[config.mk]
export PLATFORM = sky130hd
export DESIGN_NAME = status_parameter_query
export DESIGN_NICKNAME = d
export VERILOG_FILES = /design/src/hdl/status_query_pkg.sv /design/src/hdl/bus_role_status.sv /design/src/hdl/status_parameter_query.sv
export VERILOG_INCLUDE_DIRS = /design/src /design/src/hdl
export SDC_FILE = /design/constraint.sdc
export NUM_CORES = 1
export LEC_CHECK = 0
export ABC_CLOCK_PERIOD_IN_PS = 1460
export BUFFER_PORTS_ARGS = -buffer_cell sky130_fd_sc_hd__buf_2
export CAP_MARGIN = 20
export CORE_MARGIN = 5
export CORE_UTILIZATION = 39
export CTS_CLUSTER_DIAMETER = 50
export DETAILED_ROUTE_END_ITERATION = 10
export HOLD_SLACK_MARGIN = 0.1
export PLACE_DENSITY = 0.78
export SLEW_MARGIN = 20
export SYNTH_ARGS = -nofsm -noshare
export SYNTH_HDL_FRONTEND = slang
export SYNTH_SLANG_ARGS = --single-unit
[constraint.sdc]
create_clock -name clk_sys -period 1.46 [get_ports clk_sys]
set_input_delay 0.073 -clock clk_sys [delete_from_list [all_inputs] [get_ports clk_sys]]
set_output_delay 0.073 -clock clk_sys [all_outputs]
set_load 0.005 [all_outputs]
[src/hdl/status_query_regs.svh]
// Field positions, select codes and reset values of the status query block
`ifndef STATUS_QUERY_REGS_SVH
`define STATUS_QUERY_REGS_SVH

// ----------------------------------------------------------------
// Select codes
// ----------------------------------------------------------------
`define SEL_BUS_ROLE 4'h0
`define SEL_INT_STAT1 4'h1
`define SEL_INT_STAT2 4'h2
`define SEL_DMA_STAT 4'h3
`define SEL_OUT_TERM0 4'h4
`define SEL_OUT_TERM1 4'h5
`define SEL_OUT_TERM2 4'h6
`define SEL_OUT_TERM3 4'h7
`define SEL_IN_TERM0 4'h8
`define SEL_IO_TIMEOUT 4'h9
`define SEL_DMA_TIMEOUT 4'hA
`define SEL_IN_TERM1 4'hB
`define SEL_IN_TERM2 4'hC
`define SEL_IN_TERM3 4'hD
`define SEL_PORT_ADDR 4'hE
`define SEL_BUS_ADDR 4'hF

// ----------------------------------------------------------------
// Field positions
// ----------------------------------------------------------------
`define ROLE_CTRL_BIT 7
`define ROLE_LISTEN_BIT 2
`define ROLE_TALK_BIT 1
`define TERM_LEN_BIT 1
`define TERM_EOI_BIT 0
`define SEL_CODE_WIDTH 4

// ----------------------------------------------------------------
// Reset values
// ----------------------------------------------------------------
`define SEL_RESET 8'h00
`define WORD_RESET 16'h0000

`endif

[src/hdl/status_query_pkg.sv]
// Types shared by the status query block
package status_query_pkg;
   typedef logic [3:0] param_select_t;
   typedef logic [15:0] param_word_t;
   typedef logic [7:0] query_byte_t;
   typedef enum logic [1:0] {ST_IDLE, ST_DONE} query_state_t;
endpackage : status_query_pkg

[src/hdl/bus_role_status.sv]
// Bus role status register: controller, listener and talker flags
`timescale 1ns/1ns
`include "status_query_regs.svh"
module bus_role_status (
   input wire logic clk_sys,
   input wire logic rst_n,
   input wire logic controller_role,
   input wire logic listener_addressed,
   input wire logic talker_addressed,
   output logic [7:0] bus_role_status_reg
);
   import status_query_pkg::*;

   // Role flags sit in their own bits; undefined bits stay zero
   always_ff @(posedge clk_sys) begin
      if (!rst_n) begin
         bus_role_status_reg <= 8'h00;
      end else begin
         bus_role_status_reg <= 8'h00;
         bus_role_status_reg[`ROLE_CTRL_BIT] <= controller_role;
         bus_role_status_reg[`ROLE_LISTEN_BIT] <= listener_addressed;
         bus_role_status_reg[`ROLE_TALK_BIT] <= talker_addressed;
      end
   end

   // The register lags its inputs by one edge, so no check until reset was high an edge ago
   a_ctrl_flag_follows: assert property (@(posedge clk_sys) disable iff (!rst_n)
      $past(rst_n) |-> bus_role_status_reg[7] == $past(controller_role))
      else $error("controller flag does not follow role");
   a_listen_flag_follows: assert property (@(posedge clk_sys) disable iff (!rst_n)
      $past(rst_n) |-> bus_role_status_reg[2] == $past(listener_addressed))
      else $error("listener flag does not follow addressing");
   a_talk_flag_follows: assert property (@(posedge clk_sys) disable iff (!rst_n)
      $past(rst_n) |-> bus_role_status_reg[1] == $past(talker_addressed))
      else $error("talker flag does not follow addressing");
   a_undef_bits_zero: assert property (@(posedge clk_sys) disable iff (!rst_n)
      (bus_role_status_reg & 8'h79) == 8'h00)
      else $error("undefined role bits not zero");
endmodule : bus_role_status

[src/hdl/status_parameter_query.sv]
// Status and setup parameter readback for the bus interface board
`timescale 1ns/1ns
`include "status_query_regs.svh"

module status_parameter_query (
   input wire logic clk_sys,
   input wire logic rst_n,
   input wire logic query_valid,
   input wire status_query_pkg::query_byte_t query_sel,
   output status_query_pkg::query_byte_t sel_return,
   output status_query_pkg::param_word_t stat_return,
   output logic query_done,
   input wire logic controller_role,
   input wire logic listener_addressed,
   input wire logic talker_addressed,
   input wire status_query_pkg::query_byte_t int_status1,
   input wire status_query_pkg::query_byte_t int_status2,
   input wire status_query_pkg::query_byte_t dma_status,
   input wire status_query_pkg::param_word_t out_term0,
   input wire status_query_pkg::param_word_t out_term1,
   input wire status_query_pkg::param_word_t out_term2,
   input wire status_query_pkg::param_word_t out_term3,
   input wire logic [3:0] out_term_two_byte,
   input wire logic [3:0] out_term_eoi,
   input wire status_query_pkg::query_byte_t in_term0,
   input wire status_query_pkg::query_byte_t in_term1,
   input wire status_query_pkg::query_byte_t in_term2,
   input wire status_query_pkg::query_byte_t in_term3,
   input wire status_query_pkg::param_word_t io_timeout,
   input wire status_query_pkg::param_word_t dma_timeout,
   input wire status_query_pkg::param_word_t port_address,
   input wire status_query_pkg::query_byte_t bus_address,
   input wire logic term_send_last,
   input wire logic [1:0] term_send_index,
   output logic term_eoi_out
);
   import status_query_pkg::*;

   // ----------------------------------------------------------------
   // Role status register
   // ----------------------------------------------------------------
   logic [7:0] role_reg;
   bus_role_status u_bus_role_status (
      .clk_sys(clk_sys),
      .rst_n(rst_n),
      .controller_role(controller_role),
      .listener_addressed(listener_addressed),
      .talker_addressed(talker_addressed),
      .bus_role_status_reg(role_reg)
   );

   // ----------------------------------------------------------------
   // Select decoding
   // ----------------------------------------------------------------
   // True for the four output terminator codes; used by the selector path only
   function automatic logic is_out_term(input param_select_t code);
      is_out_term = (code >= `SEL_OUT_TERM0) && (code <= `SEL_OUT_TERM3);
   endfunction : is_out_term

   param_select_t code;
   assign code = query_sel[`SEL_CODE_WIDTH-1:0];

   param_word_t stat_next;
   query_byte_t sel_next;

   // Item mux; byte-wide items are zero-extended so the upper byte reads zero
   always_comb begin
      stat_next = `WORD_RESET;
      if (code == `SEL_BUS_ROLE) begin
         stat_next = {8'h00, role_reg};
      end else if (code == `SEL_INT_STAT1) begin
         stat_next = {8'h00, int_status1};
      end else if (code == `SEL_INT_STAT2) begin
         stat_next = {8'h00, int_status2};
      end else if (code == `SEL_DMA_STAT) begin
         stat_next = {8'h00, dma_status};
      end else if (code == `SEL_OUT_TERM0) begin
         stat_next = out_term0;
      end else if (code == `SEL_OUT_TERM1) begin
         stat_next = out_term1;
      end else if (code == `SEL_OUT_TERM2) begin
         stat_next = out_term2;
      end else if (code == `SEL_OUT_TERM3) begin
         stat_next = out_term3;
      end else if (code == `SEL_IN_TERM0) begin
         stat_next = {8'h00, in_term0};
      end else if (code == `SEL_IO_TIMEOUT) begin
         stat_next = io_timeout;
      end else if (code == `SEL_DMA_TIMEOUT) begin
         stat_next = dma_timeout;
      end else if (code == `SEL_IN_TERM1) begin
         stat_next = {8'h00, in_term1};
      end else if (code == `SEL_IN_TERM2) begin
         stat_next = {8'h00, in_term2};
      end else if (code == `SEL_IN_TERM3) begin
         stat_next = {8'h00, in_term3};
      end else if (code == `SEL_PORT_ADDR) begin
         stat_next = port_address;
      end else begin
         stat_next = {8'h00, bus_address};
      end
   end

   // Selector return: flags for output terminators, else echo the input
   always_comb begin
      sel_next = query_sel;
      if (is_out_term(code)) begin
         sel_next = 8'h00;
         sel_next[`TERM_LEN_BIT] = out_term_two_byte[code[1:0]];
         sel_next[`TERM_EOI_BIT] = out_term_eoi[code[1:0]];
      end
   end

   // ----------------------------------------------------------------
   // Answer registers
   // ----------------------------------------------------------------
   // Answer is captured one cycle after the request and held until the next
   always_ff @(posedge clk_sys) begin
      if (!rst_n) begin
         sel_return <= `SEL_RESET;
         stat_return <= `WORD_RESET;
      end else if (query_valid) begin
         sel_return <= sel_next;
         stat_return <= stat_next;
      end
   end

   // Done strobe one cycle after the request
   always_ff @(posedge clk_sys) begin
      if (!rst_n) begin
         query_done <= 1'b0;
      end else begin
         query_done <= query_valid;
      end
   end

   // ----------------------------------------------------------------
   // EOI with the final terminator byte
   // ----------------------------------------------------------------
   // Registered so EOI lines up with the byte the sender presents next cycle
   always_ff @(posedge clk_sys) begin
      if (!rst_n) begin
         term_eoi_out <= 1'b0;
      end else begin
         term_eoi_out <= term_send_last && out_term_eoi[term_send_index];
      end
   end

   // ----------------------------------------------------------------
   // Checks
   // ----------------------------------------------------------------
   // Strobe shape and answer hold; the release edge itself still resets, so skip it
   a_done_pulse: assert property (@(posedge clk_sys) disable iff (!rst_n)
      rst_n && query_valid |=> query_done)
      else $error("done missing after request");
   a_done_clears: assert property (@(posedge clk_sys) disable iff (!rst_n)
      rst_n && !query_valid |=> !query_done)
      else $error("done raised without a request");
   a_answer_holds: assert property (@(posedge clk_sys) disable iff (!rst_n)
      rst_n && !query_valid |=> $stable(sel_return) && $stable(stat_return))
      else $error("answer changed without a request");
   // Selector return for each code group
   a_sel_echo: assert property (@(posedge clk_sys) disable iff (!rst_n)
      rst_n && query_valid && query_sel[3:2] != 2'b01 |=> sel_return == $past(query_sel))
      else $error("selector not echoed");
   a_out_term_flags: assert property (@(posedge clk_sys) disable iff (!rst_n)
      rst_n && query_valid && query_sel[3:2] == 2'b01 |=> sel_return[7:2] == 6'h00 &&
      sel_return[1] == $past(out_term_two_byte[query_sel[1:0]]))
      else $error("terminator flags wrong");
   a_out_term_eoi_flag: assert property (@(posedge clk_sys) disable iff (!rst_n)
      rst_n && query_valid && query_sel[3:2] == 2'b01 |=>
      sel_return[0] == $past(out_term_eoi[query_sel[1:0]]))
      else $error("terminator end flag wrong");
   // Returned word per code; upper selector bits are random in the bench
   a_upper_bits_ignored: assert property (@(posedge clk_sys) disable iff (!rst_n)
      rst_n && query_valid && query_sel[3:0] == 4'h0 |=> stat_return == {8'h00, $past(role_reg)})
      else $error("role status not returned for code 0");
   a_out_term_word: assert property (@(posedge clk_sys) disable iff (!rst_n)
      rst_n && query_valid && query_sel[3:0] == 4'h4 |=> stat_return == $past(out_term0))
      else $error("output terminator 0 not on code 4");
   a_timeout_code: assert property (@(posedge clk_sys) disable iff (!rst_n)
      rst_n && query_valid && query_sel[3:0] == 4'h9 |=> stat_return == $past(io_timeout))
      else $error("io timeout not on code 9");
   a_dma_timeout_code: assert property (@(posedge clk_sys) disable iff (!rst_n)
      rst_n && query_valid && query_sel[3:0] == 4'hA |=> stat_return == $past(dma_timeout))
      else $error("dma timeout not on code 10");
   a_in_term_upper: assert property (@(posedge clk_sys) disable iff (!rst_n)
      rst_n && query_valid && query_sel[3:0] == 4'hB |=> stat_return == {8'h00, $past(in_term1)})
      else $error("input terminator upper byte not zero");
   a_port_addr_code: assert property (@(posedge clk_sys) disable iff (!rst_n)
      rst_n && query_valid && query_sel[3:0] == 4'hE |=> stat_return == $past(port_address))
      else $error("port address not on code 14");
   a_bus_addr_code: assert property (@(posedge clk_sys) disable iff (!rst_n)
      rst_n && query_valid && query_sel[3:0] == 4'hF |=> stat_return == {8'h00, $past(bus_address)})
      else $error("bus address not on code 15");
   a_byte_items_upper: assert property (@(posedge clk_sys) disable iff (!rst_n)
      rst_n && query_valid && (query_sel[3:2] == 2'b00 || query_sel[3:0] == 4'h8 ||
      (query_sel[3:0] >= 4'hB && query_sel[3:0] <= 4'hD) || query_sel[3:0] == 4'hF) |=>
      stat_return[15:8] == 8'h00)
      else $error("byte item upper byte not zero");
   // EOI follows the last-byte strobe and the chosen terminator's end flag
   a_eoi_last_byte: assert property (@(posedge clk_sys) disable iff (!rst_n)
      rst_n && !term_send_last |=> !term_eoi_out)
      else $error("EOI outside last terminator byte");
   a_eoi_with_flag: assert property (@(posedge clk_sys) disable iff (!rst_n)
      rst_n && term_send_last && out_term_eoi[term_send_index] |=> term_eoi_out)
      else $error("EOI missing on last terminator byte");
   a_eoi_flag_clear: assert property (@(posedge clk_sys) disable iff (!rst_n)
      rst_n && !out_term_eoi[term_send_index] |=> !term_eoi_out)
      else $error("EOI raised with end flag clear");
endmodule : status_parameter_query

==> impl_metrics.py <==
metrics = {
    "cells_and_area": {
        "stdcell_area_sq_um": 5344,
        "fin_util_pct": 61.58,
        "area_growth_pct": 54.13,
        "nNetsFinal": 941,
        "largest_register_ffs": 16,
        "drive_above_1_share_pct": 47.64,
        "layout_commonest_cell": "buf_2",
        "final_cell_mix": "buf_2 (224), buf_4 (78), a21oi_1 (53)",
        "fill_cells": 779,
    },
    "synth": {
        "syn_area_per_cell_sq_um": 7.472,
        "synth_cell_types": 62,
        "synth_top_area_share_pct": 16.74,
        "synthesis.instances": 464,
        "syn-num-nets": 665,
        "ys_warn_count": 0,
        "ys_async_sr_fraction_pct": 0,
        "synth_ff_type": "dfxtp_1",
        "synth_area_leaders": "dfxtp_1 (17%), a21oi_1 (7.7%), mux2i_1 (7.5%)",
        "ys_seq_area_share_pct": 16.74,
        "synth-edff-count": 0,
        "syn_area_sq_um": 3467,
        "ys_seq_elements": 29,
        "yosysTopAreaCell": "dfxtp_1",
    },
    "routing": {
        "first_pass_iters": 7,
        "met3_length_mm": 1.801,
        "route.detailed.drc": 0,
        "viasPerCell": 5.966,
        "ant_nets": 0,
        "wl_met1_mm": 6.657,
        "num_vias": 5071,
        "wl_per_cell_um": 19.99,
        "top_layer_used": "met4",
        "route.met2.wl_mm": 8.183,
        "routed_wl_mm": 16.99,
        "drtIter0Drc": 499,
    },
    "setup_path": {
        "endpoint_kind": "flip-flop",
        "cpMaxStageDelayCell": "mux4_2",
        "path_buf_inv": 0,
        "slowest_delay_ns": 0.50,
        "required_ns": 1.63,
        "criticalPathCategory": "reg -> reg",
        "crit_arrival_ns": 1.65,
        "start_kind": "flip-flop",
        "cp_max_fo": 2,
        "cpLargestDelayFamily": "compound AO/OA/AOI/OAI gates",
        "path_cells": "mux4_2 > a31oi_4 > o22ai_2 > a221oi_2 > a21oi_1",
    },
    "cts": {
        "cts_setup_buffers": 0,
        "clk_pin_slew_worst_paths_ns": 0.07,
        "cts_root_buf": "clkbuf_8",
        "cts_buffers": 5,
        "clk_latency_ns": 0.29,
        "clkSinkCount": 29,
        "tritoncts": "built",
        "cts_max_level": 2,
        "cts_max_path_buffers": 2,
    },
    "pwr": {
        "power_density_nw_per_um2": 592.2,
        "p_sw_w": 0.001069,
        "irDropWorstVdd_uv": 424.6,
        "p_leak_nw": 2.567,
        "power_frac_seq_pct": 27.5,
        "power_switching_share_pct": 33.77,
        "p_comb_share_pct": 44.1,
        "clkPwrFrac_pct": 28.4,
        "p_int_w": 0.002096,
    },
    "timing": {
        "worst_slack_ns": -0.01267,
        "tightestPinTransition_ns": 0.6136,
        "hold_viol": 0,
        "skew_ns": 0.01065,
        "slew_violations": 0,
        "finalSetupViolCount": 1,
        "tns_ns": -0.01267,
        "rsz0062_at_grt": "true",
        "slew_headroom_pct": 58.94,
        "max_freq_ghz": 0.6790,
        "period_share_pct": 100.9,
        "min_period_ns": 1.473,
    },
    "grt": {
        "gr-total-overflow": 0,
        "grt_pass1_vias": 5118,
        "grt_max_degree": 24,
        "grt_pass1_wl_mm": 26.63,
        "grtUsageTotal_pct": 29.57,
        "antenna_found_initial": 1,
    },
    "floorplan": {
        "io_pins": 227,
        "die_h_um": 104.3,
        "num_rows": 34,
        "die_w_um": 104.3,
        "core_area_sq_um": 8678,
        "initial_core_util_pct": 39.95,
        "fp.dieArea_sq_um": 10880,
    },
    "job": {
        "drv_cap": 0,
    },
    "status": {
        "failed_checks": "setup timing",
        "status": "complete, but fails checks",
    },
    "placement": {
        "gp_congestion": 0.9713,
        "dpl_worst_slack_ns": -0.2651,
        "postPlaceCellArea_sq_um": 5084,
        "port_buffers": 226,
        "dp_hpwl_mm": 13.80,
    },
    "worst_hold_path": {
        "hold_path_class": "in -> reg",
    },
}
==> worst paths after layout <==
| path | startpoint | endpoint | slack, ns | cells past startpoint |
|---|---|---|---|---|
| min reg2reg | stat_return[10] | stat_return[10] | 0.46 | 2 |
| min | out_term0[8] | stat_return[8] | 0.11 | 3 |
| max reg2reg | u_bus_role_status.bus_role_status_reg[2] | stat_return[2] | -0.01 | 5 |
| max | u_bus_role_status.bus_role_status_reg[2] | stat_return[2] | -0.01 | 5 |
==> worst register-to-register path, stage by stage, from the launching register on <==
cell and delay (ns):
dfxtp_1 0.31, mux4_2 0.50, a31oi_4 0.18, o22ai_2 0.10, a221oi_2 0.18, a21oi_1 0.10
==> power groups by stage <==
| stage | clock (W) | sequential [W] | combinational (W) |
|---|---|---|---|
| floorplan | 0 | 0.000885 | 0.000659 |
| global placement | 0 | 0.000885 | 0.00130 |
| detailed placement | 0 | 0.000886 | 0.00132 |
| CTS | 0.000898 | 0.000868 | 0.00135 |
| global route | 0.000927 | 0.000875 | 0.00150 |
| finish | 0.000899 | 0.000870 | 0.00140 |
==> synthesized netlist by cell type, types with 6 or more instances <==
library cell   n
a211o_1        9
a31oi_1       11
nand3_1       12
dfxtp_1       29
mux2i_1       26
nor3_1        14
buf_2         19
nor2_1        21
o22ai_1       16
nand2_1       41
a21oi_1       53
buf_6          7
clkbuf_1       9
nor2b_1       12
and3b_1        9
mux2_2        14
o221ai_1      12
and2_1         8
o21ai_0       41
a211oi_1      18
buf_4          6
==> per-stage QoR <==
step	hold slack (ns)	instances	total power, W
CTS	0.1073	849	0.003120
global route	0.1147	850	0.003303
finish	0.1054	850	0.003164
global placement	0.2645	832	0.002184
floorplan	0.1644	464	0.001544
detailed placement	0.2749	832	0.002203
==> routing by layer <==
layer  up-vias  GRT usage (%)
met3        42          6.394
met1      2333          38.12
met4         0          8.048
met2       340          49.55
met5         -              0
li1       2356              -
==> what timing repair did <==
item | CTS | global route
hold endpoints to repair | 8 | 0
hold buffers | 9 | 0
endpoints found under the setup margin | 1 | 8
pin swaps | 3 | 0
resized for setup | 3 | 8
==> cells by family after synthesis <==
family | count (synthesis) | synth area share (%)
buffers and inverters | 54 | 9.347
AO/OA/AOI/OAI | 202 | 38.87
AND/OR/NAND/NOR | 135 | 20.39
multiplexers | 44 | 14.65
flip-flops | 29 | 16.74
==> layout make-up <==
| type | instances | area, sq um | area share [%] |
|---|---|---|---|
| multi-input cells | 381 | 2608 | 48.79 |
| flip-flops and latches | 29 | 580.6 | 10.86 |
| well taps | 108 | 135.1 | 2.529 |
| diodes | 1 | 2.502 | 0.04683 |
| repair buffers | 316 | 1876 | 35.10 |
| clock inverters | 1 | 30.03 | 0.5619 |
| inverters | 7 | 26.28 | 0.4917 |
| clock buffers | 7 | 86.33 | 1.616 |
(Power assumes the default switching activity.)
